--- src/design/rbu_pkg.sv ---
// rbu_pkg: constants, types and structs for the relative branch unit
// assumes: included before every other design file of the block
`default_nettype none
package rbu_pkg;
    // ****************************************
    // widths
    // ****************************************
    localparam int unsigned PC_W   = 16;           // program counter width
    localparam int unsigned DATA_W = 8;            // byte width
    localparam int unsigned ADDR_W = 32;           // axi address width
    localparam int unsigned AXI_W  = 32;           // axi data width
    // ****************************************
    // opcodes
    // ****************************************
    localparam logic [7:0] OP_ALWAYS       = 8'h20; // branch_always
    localparam logic [7:0] OP_NEVER        = 8'h21; // branch_never
    localparam logic [7:0] OP_HIGHER       = 8'h22; // branch_if_higher
    localparam logic [7:0] OP_LOWER_SAME   = 8'h23; // branch_if_lower_or_same
    localparam logic [7:0] OP_CARRY_CLEAR  = 8'h24; // branch_if_carry_clear
    localparam logic [7:0] OP_CARRY_SET    = 8'h25; // branch_if_carry_set
    localparam logic [7:0] OP_NONZERO      = 8'h26; // branch_if_nonzero
    localparam logic [7:0] OP_ZERO         = 8'h27; // branch_if_zero
    localparam logic [7:0] OP_HALF_CLEAR   = 8'h28; // branch_if_half_carry_clear
    localparam logic [7:0] OP_HALF_SET     = 8'h29; // branch_if_half_carry_set
    localparam logic [7:0] OP_POSITIVE     = 8'h2A; // branch_if_positive
    localparam logic [7:0] OP_NEGATIVE     = 8'h2B; // branch_if_negative
    localparam logic [7:0] OP_MASK_CLEAR   = 8'h2C; // branch_if_mask_clear
    localparam logic [7:0] OP_MASK_SET     = 8'h2D; // branch_if_mask_set
    localparam logic [7:0] OP_IRQ_LOW      = 8'h2E; // branch_if_irq_pin_low
    localparam logic [7:0] OP_IRQ_HIGH     = 8'h2F; // branch_if_irq_pin_high
    localparam logic [7:0] OP_BIT_ZERO_LSB = 8'h01; // branch_if_bit_zero, n=0
    localparam logic [7:0] OP_BITTEST_MASK = 8'hF0; // bit-test class occupies 0x
    localparam logic [7:0] OP_BITTEST_BASE = 8'h00; // bit-test class prefix
    // ****************************************
    // lengths and cycle counts
    // ****************************************
    localparam logic [PC_W-1:0] LEN_REL    = 16'h0002; // opcode + offset
    localparam logic [PC_W-1:0] LEN_BIT    = 16'h0003; // opcode + addr + offset
    localparam logic [3:0]      CYC_REL    = 4'h3;     // two-byte branch cycles
    localparam logic [3:0]      CYC_BIT    = 4'h5;     // bit-test branch cycles
    localparam logic [7:0]      DIRECT_HI  = 8'h00;    // direct page high byte
    // ****************************************
    // condition code bit positions
    // ****************************************
    localparam int unsigned CC_C = 0;              // carry
    localparam int unsigned CC_Z = 1;              // zero
    localparam int unsigned CC_N = 2;              // negative
    localparam int unsigned CC_I = 3;              // interrupt mask
    localparam int unsigned CC_H = 4;              // half carry
    localparam logic [4:0]  CC_RESET = 5'h08;      // mask set after reset
    // ****************************************
    // register map (byte addresses)
    // ****************************************
    localparam logic [ADDR_W-1:0] REG_CTRL   = 32'h0000_0000; // opcode addr, start
    localparam logic [ADDR_W-1:0] REG_CCR    = 32'h0000_0004; // condition_code_register
    localparam logic [ADDR_W-1:0] REG_STATUS = 32'h0000_0008; // busy, taken, done, illegal
    localparam logic [ADDR_W-1:0] REG_NEXTPC = 32'h0000_000C; // resulting pc
    localparam int unsigned CTRL_START  = 16;      // start bit in control word
    localparam int unsigned ST_BUSY     = 0;       // status busy bit
    localparam int unsigned ST_TAKEN    = 1;       // status taken bit
    localparam int unsigned ST_DONE     = 2;       // status done bit, sticky
    localparam int unsigned ST_ILLEGAL  = 3;       // status non-branch opcode
    localparam logic [1:0]  RESP_OKAY   = 2'h0;    // axi okay
    localparam logic [1:0]  RESP_SLVERR = 2'h2;    // axi slave error
    // ****************************************
    // types
    // ****************************************
    typedef struct packed {
        logic             req;                     // fetch request
        logic [PC_W-1:0]  addr;                    // fetch address
    } rbu_fetch_s;
    typedef struct packed {
        logic             valid;                   // byte returned
        logic [DATA_W-1:0] data;                   // byte value
    } rbu_byte_s;
    typedef enum logic [2:0] {
        ST_IDLE, ST_OPC, ST_ARG1, ST_ARG2, ST_MEM, ST_WAIT
    } rbu_state_e;
endpackage
`default_nettype wire

--- src/design/rbu_cond.sv ---
// rbu_cond: combinational branch condition decoder
// assumes: flags and pin level already registered by the caller
`default_nettype none
module rbu_cond (
    input  wire logic [7:0] opcode,    // fetched opcode
    input  wire logic [4:0] condition_code_register,       // condition code flags
    input  wire logic       irq_pin,   // external interrupt pin level
    input  wire logic       mem_bit,   // tested memory bit
    output logic            is_rel,    // two-byte relative branch
    output logic            is_bit,    // bit-test branch
    output logic            take       // branch condition true
);
    // ****************************************
    // decode
    // ****************************************
    // bit-test class: low nibble odd selects clear form
    function automatic logic bit_zero_op(input logic [7:0] op);
        bit_zero_op = ((op & rbu_pkg::OP_BITTEST_MASK) == rbu_pkg::OP_BITTEST_BASE)
                      && op[0] == rbu_pkg::OP_BIT_ZERO_LSB[0];
    endfunction

    // condition per opcode
    always_comb begin
        is_rel = 1'b1;
        is_bit = 1'b0;
        take   = 1'b0;
        case (opcode)
            rbu_pkg::OP_ALWAYS:      take = 1'b1;
            rbu_pkg::OP_NEVER:       take = 1'b0;
            rbu_pkg::OP_HIGHER:      take = !(condition_code_register[rbu_pkg::CC_C] | condition_code_register[rbu_pkg::CC_Z]);
            rbu_pkg::OP_LOWER_SAME:  take = condition_code_register[rbu_pkg::CC_C] | condition_code_register[rbu_pkg::CC_Z];
            rbu_pkg::OP_CARRY_CLEAR: take = !condition_code_register[rbu_pkg::CC_C];
            rbu_pkg::OP_CARRY_SET:   take = condition_code_register[rbu_pkg::CC_C];
            rbu_pkg::OP_NONZERO:     take = !condition_code_register[rbu_pkg::CC_Z];
            rbu_pkg::OP_ZERO:        take = condition_code_register[rbu_pkg::CC_Z];
            rbu_pkg::OP_HALF_CLEAR:  take = !condition_code_register[rbu_pkg::CC_H];
            rbu_pkg::OP_HALF_SET:    take = condition_code_register[rbu_pkg::CC_H];
            rbu_pkg::OP_POSITIVE:    take = !condition_code_register[rbu_pkg::CC_N];
            rbu_pkg::OP_NEGATIVE:    take = condition_code_register[rbu_pkg::CC_N];
            rbu_pkg::OP_MASK_CLEAR:  take = !condition_code_register[rbu_pkg::CC_I];
            rbu_pkg::OP_MASK_SET:    take = condition_code_register[rbu_pkg::CC_I];
            rbu_pkg::OP_IRQ_LOW:     take = !irq_pin;
            rbu_pkg::OP_IRQ_HIGH:    take = irq_pin;
            default: begin
                // not a two-byte branch
                is_rel = 1'b0;
                if (bit_zero_op(opcode)) begin
                    is_bit = 1'b1;
                    take   = !mem_bit;
                end
            end
        endcase
    end
endmodule
`default_nettype wire

--- src/design/rbu_target.sv ---
// rbu_target: relative branch target adder
// assumes: offset byte is the last byte of the instruction
`default_nettype none
module rbu_target (
    input  wire logic [15:0] op_addr,  // opcode address
    input  wire logic [15:0] length,   // instruction length
    input  wire logic [7:0]  offset,   // signed offset byte
    input  wire logic        take,     // branch taken
    output logic [15:0]      next_pc   // resulting pc
);
    // ****************************************
    // adder
    // ****************************************
    logic [15:0] seq_pc;               // sequential successor
    logic [15:0] sext;                 // sign-extended offset

    // wraps mod 2^16, no saturation
    always_comb begin
        seq_pc  = op_addr + length;
        sext    = {{8{offset[7]}}, offset};
        next_pc = take ? 16'(seq_pc + sext) : seq_pc;
    end
endmodule
`default_nettype wire

--- src/design/rbu_top.sv ---
// rbu_top: relative branch unit with fetch sequencer and axi4-lite registers
// assumes: program memory answers a byte request with mem_valid one or more cycles later
//
// The AXI4-Lite register port and the placing of the registers are this design's own decisions.
`default_nettype none
module rbu_top (
    input  wire logic        aclk,          // core clock
    input  wire logic        aresetn,       // sync reset, low active
    input  wire logic        irq_pin,       // external interrupt pin level
    output logic             mem_req,       // program memory read request
    output logic [15:0]      mem_addr,      // program memory address
    input  wire logic        mem_valid,     // read data valid
    input  wire logic [7:0]  mem_rdata,     // read data
    input  wire logic [31:0] s_axi_awaddr,
    input  wire logic        s_axi_awvalid,
    output logic             s_axi_awready,
    input  wire logic [31:0] s_axi_wdata,
    input  wire logic [3:0]  s_axi_wstrb,
    input  wire logic        s_axi_wvalid,
    output logic             s_axi_wready,
    output logic [1:0]       s_axi_bresp,
    output logic             s_axi_bvalid,
    input  wire logic        s_axi_bready,
    input  wire logic [31:0] s_axi_araddr,
    input  wire logic        s_axi_arvalid,
    output logic             s_axi_arready,
    output logic [31:0]      s_axi_rdata,
    output logic [1:0]       s_axi_rresp,
    output logic             s_axi_rvalid,
    input  wire logic        s_axi_rready
);
    // ****************************************
    // state
    // ****************************************
    rbu_pkg::rbu_state_e st_q, st_d;        // sequencer state
    logic [15:0] pc_q, pc_d;                // opcode address
    logic [7:0]  op_q, op_d;                // captured opcode
    logic        mbit_q, mbit_d;            // tested memory bit
    logic [4:0]  ccr_q, ccr_d;              // condition flags
    logic [3:0]  cyc_q, cyc_d;              // cycles since start
    logic [3:0]  need_q, need_d;            // cycles the instruction needs
    logic [15:0] npc_q, npc_d;              // result pc
    logic        taken_q, taken_d;          // last result taken
    logic        done_q, done_d;            // sticky done flag
    logic        ill_q, ill_d;              // non-branch opcode seen
    logic        req_q, req_d;              // memory request
    logic [15:0] maddr_q, maddr_d;          // memory address
    logic        irq_q;                     // registered pin level
    rbu_pkg::rbu_fetch_s fetch;             // request view
    rbu_pkg::rbu_byte_s  rbyte;             // returned byte
    logic        is_rel, is_bit, take;      // decoder outputs
    logic [15:0] target;                    // adder output
    logic        start, clr_done;           // software strobes
    logic [15:0] start_pc;                  // software opcode address
    logic [4:0]  ccr_wr;                    // software flag write
    logic        ccr_we;                    // flag write enable

    assign rbyte = '{valid: mem_valid, data: mem_rdata};
    assign fetch = '{req: req_q, addr: maddr_q};
    assign mem_req  = fetch.req;
    assign mem_addr = fetch.addr;

    // ****************************************
    // submodules
    // ****************************************
    rbu_cond u_cond (
        .opcode  (op_q),
        .condition_code_register     (ccr_q),
        .irq_pin (irq_q),
        .mem_bit (mbit_q),
        .is_rel  (is_rel),
        .is_bit  (is_bit),
        .take    (take)
    );
    rbu_target u_target (
        .op_addr (pc_q),
        .length  (is_bit ? rbu_pkg::LEN_BIT : rbu_pkg::LEN_REL),
        .offset  (rbyte.data),
        .take    (take),
        .next_pc (target)
    );

    // ****************************************
    // sequencer
    // ****************************************
    // next state for fetch, decode and result
    always_comb begin
        st_d = st_q; pc_d = pc_q; op_d = op_q; mbit_d = mbit_q;
        ccr_d = ccr_we ? ccr_wr : ccr_q;
        cyc_d = (st_q == rbu_pkg::ST_IDLE) ? 4'h0 : 4'(cyc_q + 4'h1);
        need_d = need_q; npc_d = npc_q; taken_d = taken_q;
        done_d = clr_done ? 1'b0 : done_q;
        ill_d = ill_q; req_d = 1'b0; maddr_d = maddr_q;
        case (st_q)
            rbu_pkg::ST_IDLE: begin
                // start fetch of opcode
                if (start) begin
                    pc_d = start_pc; maddr_d = start_pc; req_d = 1'b1;
                    ill_d = 1'b0; st_d = rbu_pkg::ST_OPC;
                end
            end
            rbu_pkg::ST_OPC: begin
                // opcode arrives, fetch next byte
                if (rbyte.valid) begin
                    op_d = rbyte.data; req_d = 1'b1; maddr_d = 16'(pc_q + 16'h0001);
                    st_d = rbu_pkg::ST_ARG1;
                end
            end
            rbu_pkg::ST_ARG1: begin
                if (rbyte.valid) begin
                    if (is_rel) begin
                        // offset byte, result ready
                        npc_d = target; taken_d = take;
                        need_d = rbu_pkg::CYC_REL; st_d = rbu_pkg::ST_WAIT;
                    end else if (is_bit) begin
                        // direct address, read page zero
                        req_d = 1'b1;
                        maddr_d = {rbu_pkg::DIRECT_HI, rbyte.data};
                        st_d = rbu_pkg::ST_MEM;
                    end else begin
                        // not a branch: flag and stop
                        ill_d = 1'b1; npc_d = pc_q; taken_d = 1'b0;
                        need_d = 4'h0; st_d = rbu_pkg::ST_WAIT;
                    end
                end
            end
            rbu_pkg::ST_MEM: begin
                // tested bit, then offset after address byte
                if (rbyte.valid) begin
                    mbit_d = rbyte.data[op_q[3:1]];
                    ccr_d[rbu_pkg::CC_C] = rbyte.data[op_q[3:1]];
                    req_d = 1'b1; maddr_d = 16'(pc_q + 16'h0002);
                    st_d = rbu_pkg::ST_ARG2;
                end
            end
            rbu_pkg::ST_ARG2: begin
                if (rbyte.valid) begin
                    npc_d = target; taken_d = take;
                    need_d = rbu_pkg::CYC_BIT; st_d = rbu_pkg::ST_WAIT;
                end
            end
            rbu_pkg::ST_WAIT: begin
                // pad to the documented cycle count
                if (cyc_q >= 4'(need_q - 4'h1)) begin
                    done_d = 1'b1; st_d = rbu_pkg::ST_IDLE;
                end
            end
            default: st_d = rbu_pkg::ST_IDLE;
        endcase
    end

    // registers of the sequencer
    always_ff @(posedge aclk) begin
        if (!aresetn) begin
            st_q <= rbu_pkg::ST_IDLE; pc_q <= 16'h0000; op_q <= 8'h00;
            mbit_q <= 1'b0; ccr_q <= rbu_pkg::CC_RESET; cyc_q <= 4'h0; need_q <= 4'h0;
            npc_q <= 16'h0000; taken_q <= 1'b0; done_q <= 1'b0; ill_q <= 1'b0;
            req_q <= 1'b0; maddr_q <= 16'h0000; irq_q <= 1'b0;
        end else begin
            st_q <= st_d; pc_q <= pc_d; op_q <= op_d;
            mbit_q <= mbit_d; ccr_q <= ccr_d; cyc_q <= cyc_d; need_q <= need_d;
            npc_q <= npc_d; taken_q <= taken_d; done_q <= done_d; ill_q <= ill_d;
            req_q <= req_d; maddr_q <= maddr_d; irq_q <= irq_pin;
        end
    end

    // ****************************************
    // axi4-lite slave
    // ****************************************
    logic        aw_q, aw_d, w_q, w_d, b_q, b_d, ar_q, ar_d, r_q, r_d;
    logic [31:0] awa_q, awa_d, wd_q, wd_d, rd_q, rd_d;
    logic [3:0]  ws_q, ws_d;
    logic [1:0]  br_q, br_d, rr_q, rr_d;
    logic        wfire;                     // both halves held

    // write and read channel handling
    always_comb begin
        aw_d = aw_q; w_d = w_q; awa_d = awa_q; wd_d = wd_q; ws_d = ws_q;
        b_d = b_q; br_d = br_q; ar_d = 1'b0; r_d = r_q; rd_d = rd_q; rr_d = rr_q;
        start = 1'b0; clr_done = 1'b0; ccr_we = 1'b0; ccr_wr = ccr_q;
        start_pc = wd_q[15:0];
        if (!aw_q && s_axi_awvalid && !b_q) begin aw_d = 1'b1; awa_d = s_axi_awaddr; end
        if (!w_q && s_axi_wvalid && !b_q) begin w_d = 1'b1; wd_d = s_axi_wdata; ws_d = s_axi_wstrb; end
        wfire = aw_q && w_q && !b_q;
        if (wfire) begin
            aw_d = 1'b0; w_d = 1'b0; b_d = 1'b1; br_d = rbu_pkg::RESP_OKAY;
            case (awa_q[7:0])
                rbu_pkg::REG_CTRL[7:0]:
                    start = ws_q[2] && wd_q[rbu_pkg::CTRL_START] && st_q == rbu_pkg::ST_IDLE;
                rbu_pkg::REG_CCR[7:0]: begin
                    ccr_we = ws_q[0] && st_q == rbu_pkg::ST_IDLE; ccr_wr = wd_q[4:0];
                end
                rbu_pkg::REG_STATUS[7:0]: clr_done = ws_q[0] && wd_q[rbu_pkg::ST_DONE];
                rbu_pkg::REG_NEXTPC[7:0]: ;
                default: br_d = rbu_pkg::RESP_SLVERR;
            endcase
            if (awa_q[31:8] != 24'h0) br_d = rbu_pkg::RESP_SLVERR;
        end
        if (b_q && s_axi_bready) b_d = 1'b0;
        if (r_q && s_axi_rready) r_d = 1'b0;
        if (!r_q && !ar_q && s_axi_arvalid) begin
            ar_d = 1'b1; r_d = 1'b1; rr_d = rbu_pkg::RESP_OKAY; rd_d = 32'h0000_0000;
            case (s_axi_araddr)
                rbu_pkg::REG_CTRL:   rd_d = {16'h0000, pc_q};
                rbu_pkg::REG_CCR:    rd_d = {27'h0, ccr_q};
                rbu_pkg::REG_STATUS: rd_d = {28'h0, ill_q, done_q, taken_q, st_q != rbu_pkg::ST_IDLE};
                rbu_pkg::REG_NEXTPC: rd_d = {16'h0000, npc_q};
                default:             rr_d = rbu_pkg::RESP_SLVERR;
            endcase
        end
    end

    // axi registers
    always_ff @(posedge aclk) begin
        if (!aresetn) begin
            aw_q <= 1'b0; w_q <= 1'b0; b_q <= 1'b0; ar_q <= 1'b0; r_q <= 1'b0;
            awa_q <= 32'h0; wd_q <= 32'h0; ws_q <= 4'h0; rd_q <= 32'h0;
            br_q <= 2'h0; rr_q <= 2'h0;
        end else begin
            aw_q <= aw_d; w_q <= w_d; b_q <= b_d; ar_q <= ar_d; r_q <= r_d;
            awa_q <= awa_d; wd_q <= wd_d; ws_q <= ws_d; rd_q <= rd_d;
            br_q <= br_d; rr_q <= rr_d;
        end
    end

    assign s_axi_awready = aw_d && !aw_q;
    assign s_axi_wready  = w_d && !w_q;
    assign s_axi_bvalid  = b_q;
    assign s_axi_bresp   = br_q;
    assign s_axi_arready = ar_q;
    assign s_axi_rvalid  = r_q;
    assign s_axi_rdata   = rd_q;
    assign s_axi_rresp   = rr_q;
endmodule
`default_nettype wire

--- config.mk ---
export PLATFORM = sky130hd
export DESIGN_NAME = rbu_top
export DESIGN_NICKNAME = d
export VERILOG_FILES = /design/src/design/rbu_pkg.sv /design/src/design/rbu_cond.sv /design/src/design/rbu_target.sv /design/src/design/rbu_top.sv
export SDC_FILE = /design/constraint.sdc
export NUM_CORES = 1
export LEC_CHECK = 0
export BUFFER_PORTS_ARGS = -buffer_cell sky130_fd_sc_hd__buf_2
export CAP_MARGIN = 20
export CORE_UTILIZATION = 60
export CTS_CLUSTER_DIAMETER = 60
export DETAILED_ROUTE_END_ITERATION = 7
export GPL_TIMING_DRIVEN = 0
export HOLD_SLACK_MARGIN = 0.05
export PLACE_DENSITY = 0.89
export SETUP_SLACK_MARGIN = 0.4
export SLEW_MARGIN = 20
export SYNTH_ARGS = -nofsm -noshare
export SYNTH_HDL_FRONTEND = slang
export SYNTH_SLANG_ARGS = --single-unit
--- constraint.sdc ---
create_clock -name aclk -period 9.1 [get_ports aclk]
set_clock_uncertainty 0.05 [all_clocks]
set_input_delay 0.91 -clock aclk [delete_from_list [all_inputs] [get_ports aclk]]
set_output_delay 0.91 -clock aclk [all_outputs]
set_load 0.1 [all_outputs]
* Word-level counts from Yosys, hierarchy flattened
Index checks and enable logic that the tools add are counted.
** Word-level totals
- Register bits after elaboration :: 171
- Output and inout port bits :: 58
** Operators by class
- $add $sub $neg :: 6
- Order comparisons :: 2
- Eq/ne operators :: 37
- Mux-type cells :: 76
- Bitwise logic cells :: 2
- Reduce and logical (&&, ||, !) cells :: 54
** Operators with widths (count)
- $mux 16 :: 11
- $eq 8x6->1 const B :: 16
- $pmux 16 s4 :: 2
- $eq 32x4->1 const B :: 2
- $mux 1 :: 42
- $eq 32x3->1 const B :: 1
- $logic_not 32->1 :: 1
- $pmux 16 s2 :: 1
- $reduce_bool 24->1 :: 1
- $mux 3 :: 6
- $ne 2x2->1 const B :: 9
- $pmux 3 s6 :: 1
- $logic_and 1x1->1 :: 17
- $add 16x1->16 const B :: 1
- $add 16x16->16 :: 1
- $add 16x2->16 :: 1
- $add 16x2->16 const B :: 1
- $eq 8x4->1 const B :: 2
- $logic_not 8->1 :: 2
- $mux 4 :: 4
- $pmux 1 s16 :: 1
- $reduce_or 16->1 :: 1
- $logic_not 1->1 :: 13
- $eq 8x3->1 const B :: 1
- 27 further kinds :: 39

* Logic depth before layout (Yosys ltp)
- Word-level depth :: 11
- Mapped depth :: 18

* By module
Synthesis repeated with hierarchy kept, for this count alone.
** Unflattened totals
- Cells, all modules :: 1083
- Area total of the unflattened synthesis :: 9001.1 sq um
** Modules (own cells, without submodules)
- rbu_top :: times used 1, cells an instance 857, area each 7201.9 sq um
- rbu_target :: times used 1, cells an instance 210, area each 1699.1 sq um
- rbu_cond :: times used 1, cells an instance 16, area each 100.1 sq um

* Worst setup path after synthesis
Ideal clock, no wire load.
- Path type :: reg-to-reg
- Start :: reg op_q[7]
- End :: reg npc_q[15]
- Arrival :: 3.795 ns
- Path slack :: 5.169 ns
- Stages on the path, launching flop included :: 19
- Period minus slack after synthesis :: 3.931 ns
- Cells stage by stage :: dfxtp_1 or3_1 or3b_1 clkbuf_1 inv_1 ha_1 inv_1 ha_1 or3_1 nor3_1 xor2_1 ha_1 a21oi_1 o21ai_0 o2bb2ai_1 a21oi_1 o211ai_2 xnor2_1 a221oi_2
** Between the ends
- Word-level cells in the longest chain between the ends :: 11
- Elaborated cells on any way between the ends :: 34
- Classes of those cells :: add/sub (2); eq/ne (17); mux (11); reduce/logical (4)
** Ends and longest elaborated chain
- from (decl) :: line rbu_top.sv:37 : logic [7:0] op_q, op_d;
- from (signal assigned) :: line rbu_top.sv:160 : st_q <= st_d; pc_q <= pc_d; op_q <= op_d;
- branches (longest 11 deep; another with $add 16x2->16)
- to (signal assigned) :: line rbu_top.sv:162 : npc_q <= npc_d; taken_q <= taken_d; done_q <= done_d; ill_q <= ill_d;
- to (decl) :: line rbu_top.sv:42 : logic [15:0] npc_q, npc_d;
Several ways; the timed one is not identified. The select of a mux whose other input is x is not followed.
A chain may end at the register's enable or synchronous reset.

* Worst setup path after layout
Same ends and word-level chain as after synthesis.

==> out/results.ini <==
[timing]
period_needed_ns=4.78
worst_pin_slew_ns=1.09
rsz0062_at_grt=no
timing.final.crit_share_pct=52.5
slew_violations=0
tns_ns=0
setup_viol=0
maxSlewHeadroom_pct=27.3
max_freq_mhz=209
hold_violations=0
post-route-worst-setup-slack_ns=4.32

[floorplan]
fp.dieH_um=119
ios=175
core_um2=13300
core.rowCount=42
die_area_um2=14200
initial_utilization_pct=61.9
die_w_um=119

[setup_path]
r2r-start=op_q[7]
critPathArrivalTime_ns=5.08
r2r_cells=18
crit_path_start_kind=flop
endpoint_kind=flop
crit_fanout=6
r2r_setup_slack_ns=4.32
critPathKind=flop to flop
rr_endpoint=npc_q[15]
critical_path_required_ns=9.40

[clock_tree]
cts_made_buffers=17
clockBufferDepth=2
clkTransAtPathRegs_ns=0.06
insertion_delay_ns=0.44
cts_num_sinks=151
tritoncts=yes
cts_hold_buf=0
ctsResizeCount=0
htreeDepth=4
root_buffer=clkbuf_16
cts_setup_buffers=0

[drt]
firstDrtPassIters=5
wl_met3_mm=2.80
vias_per_cell=6.16
drc=0
wl_per_cell_um=18.7
drt-total-wl_mm=26.6
drt_iter0_drc=934
drtAntennaViolNets=0
wl_met1_mm=10.7
num_vias=8751
routed.top_layer=met4
dr_wl_met2_mm=12.1

[min_path]
hold_depth=2
hp-class=flop to flop
hp-start=s_axi_rdata[0]
hold-path-endpoint=s_axi_rdata[0]

[placed_design]
place_ws_ns=4.48
place_inst=1388
port_buffers=137
dpl.hpwl_mm=19.8
dpl-instance-area_um2=9240
gp_congestion=0.979

[logic_synthesis]
syn_area_per_cell_um2=7.81
ys_seq_elements=151
synth_edf_count=0
synth_area_leaders=dfxtp_1 37%, nand2_1 9.0%, a21oi_1 7.4%
synth_top_area_share_pct=36.6
syn_inst=1058
synth-seq-area-share_pct=36.6
yosys.area.top_type=dfxtp_1
ys_types=72
async_flop_share_pct=0
syn_area_um2=8270
yosys_warnings=0
synth_ff_type=dfxtp_1

[finish]
syn2layout_area_growth_pct=18.9
final_cell_area_um2=9820
final_core_util_pct=73.6
drive_gt1_share_pct=17.2
nets=1375
antenna_cells=0
finalNonFillerCells=1420

[pwr]
power_density_nw_per_um2=225
peakVddDrop_uv=211
p_leak_nw=3.95

[grt]
track_usage_pct=37.3
grt-ovfl-total=0
grt_pass1_vias=7885
grt_pass1_wl_mm=40.8
antenna_found_initial=0
grt_max_degree=17

[run_status]
status=finished, final reports clean

[run]
cap_violations=0

==> report_power, final <==
part / leakage (nW) / total [W] / switching [W] / internal (W)
sequential: 1.23 / 0.000771 / 0.0000470 / 0.000724
combinational: 2.44 / 0.000729 / 0.000554 / 0.000176
clock: 0.288 / 0.000715 / 0.000284 / 0.000431
==> synthesized netlist by cell type (all sizes together) (6+ instances only) <==
cell	instances
a211oi	10
a31oi	7
inv	18
o22ai	9
mux2i	18
nand4	11
or3	13
mux4	7
nand2	198
a21o	8
buf	27
nor3	15
dfxtp	151
a22oi	17
o211ai	10
ha	26
nand3	18
nor2	103
xor2	17
a2bb2oi	12
and3	6
nand2b	9
nor2b	6
o21ai	46
xnor2	22
a21oi	123
nor4	18
clkbuf	58
==> through the flow <==
stage	hold slack, ns	power, W
floorplan	0.380	0.00132
global placement	0.388	0.00148
detailed placement	0.393	0.00149
CTS	0.402	0.00220
global route	0.416	0.00229
finish	0.400	0.00222
==> critical path, stage by stage, from the launching register on <==
cell and delay, ns:
dfxtp_1 0.33, or3_1 0.36, or3b_1 0.36, clkbuf_1 0.26
inv_1 0.24, ha_1 0.21, inv_1 0.05, ha_1 0.27
or3_1 0.49, nor3_1 0.30, xor2_1 0.27, ha_1 0.32
a21oi_1 0.19, o21ai_0 0.14, o2bb2ai_1 0.15, a21oi_1 0.16
o211ai_2 0.13, xnor2_1 0.15, a221oi_2 0.26
==> sequential cells by signal, indices dropped and copies added, names as in the netlist, 2 cells and up <==
| signal | count |
|---|---|
| npc_q | 16 |
| op_q | 8 |
| pc_q | 16 |
| awa_q | 32 |
| st_q | 3 |
| ccr_q | 5 |
| need_q | 3 |
| s_axi_rdata | 16 |
| ws_q | 2 |
| wd_q | 17 |
| cyc_q | 4 |
| mem_addr | 16 |
==> kinds of logic (layout without fill, tap and decap cells) <==
kind of cell / Yosys count / count (layout) / synth area share [%]
and+or+nand+nor: 418 / 418 / 22.7
muxes: 28 / 28 / 4.50
other: 1 / 18 / 0.0454
xor gates and xnor gates: 39 / 39 / 4.13
DFF: 151 / 151 / 36.6
AOI/OAI and AO/OA: 289 / 289 / 22.2
adders and majority gates: 27 / 27 / 4.18
buffers and inverters: 105 / 274 / 5.75
==> cell type report <==
type / count / area, um2
inverters: 20 / 75.1
clock buffers: 20 / 437
plain buffers: 85 / 400
multi-input cells: 819 / 4830
fillers: 1066 / 3520
repair buffers: 137 / 686
clock inverters: 12 / 153
well taps: 176 / 220
flip-flops and latches: 151 / 3020
==> cell usage in the layout (no fill, tap or decap), drive strengths merged, types with 5 or more instances in the layout <==
cell,Yosys,final
clkinv,2,9
nor2,103,103
buf,27,164
mux2i,18,18
inv,18,19
a2bb2oi,12,12
and3,6,6
a211oi,10,10
nand3,18,18
dfxtp,151,151
or3,13,13
nor3,15,15
ha,26,26
clkbuf,58,78
nand2b,9,9
nand2,198,198
and2,5,5
xnor2,22,22
xor2,17,17
a311oi,5,5
a21oi,123,123
a22oi,17,17
a31oi,7,7
o22ai,9,9
nor4,18,18
nor2b,6,6
conb,1,18
o211ai,10,10
nand4,11,11
o21ai,46,46
a21o,8,8
mux4,7,7
==> worst max path at each step <==
| stage | from | endpoint |
|---|---|---|
| 2_1_floorplan | op_q[7] | npc_q[15] |
| 3_3_place_gp | op_q[7] | npc_q[15] |
| 3_5_place_dp | op_q[7] | npc_q[15] |
| 4_1_cts | op_q[7] | npc_q[15] |
| 5_1_grt | op_q[7] | npc_q[15] |
| 6_report | op_q[7] | npc_q[15] |
==> per-layer routing <==
metal | track usage, % | vias to the layer above
li1 | - | 4083
met1 | 48.6 | 4061
met2 | 59.3 | 530
met3 | 7.66 | 77
met4 | 17.2 | 0
met5 | 0 | -
Power figures use the tool's default switching activity.
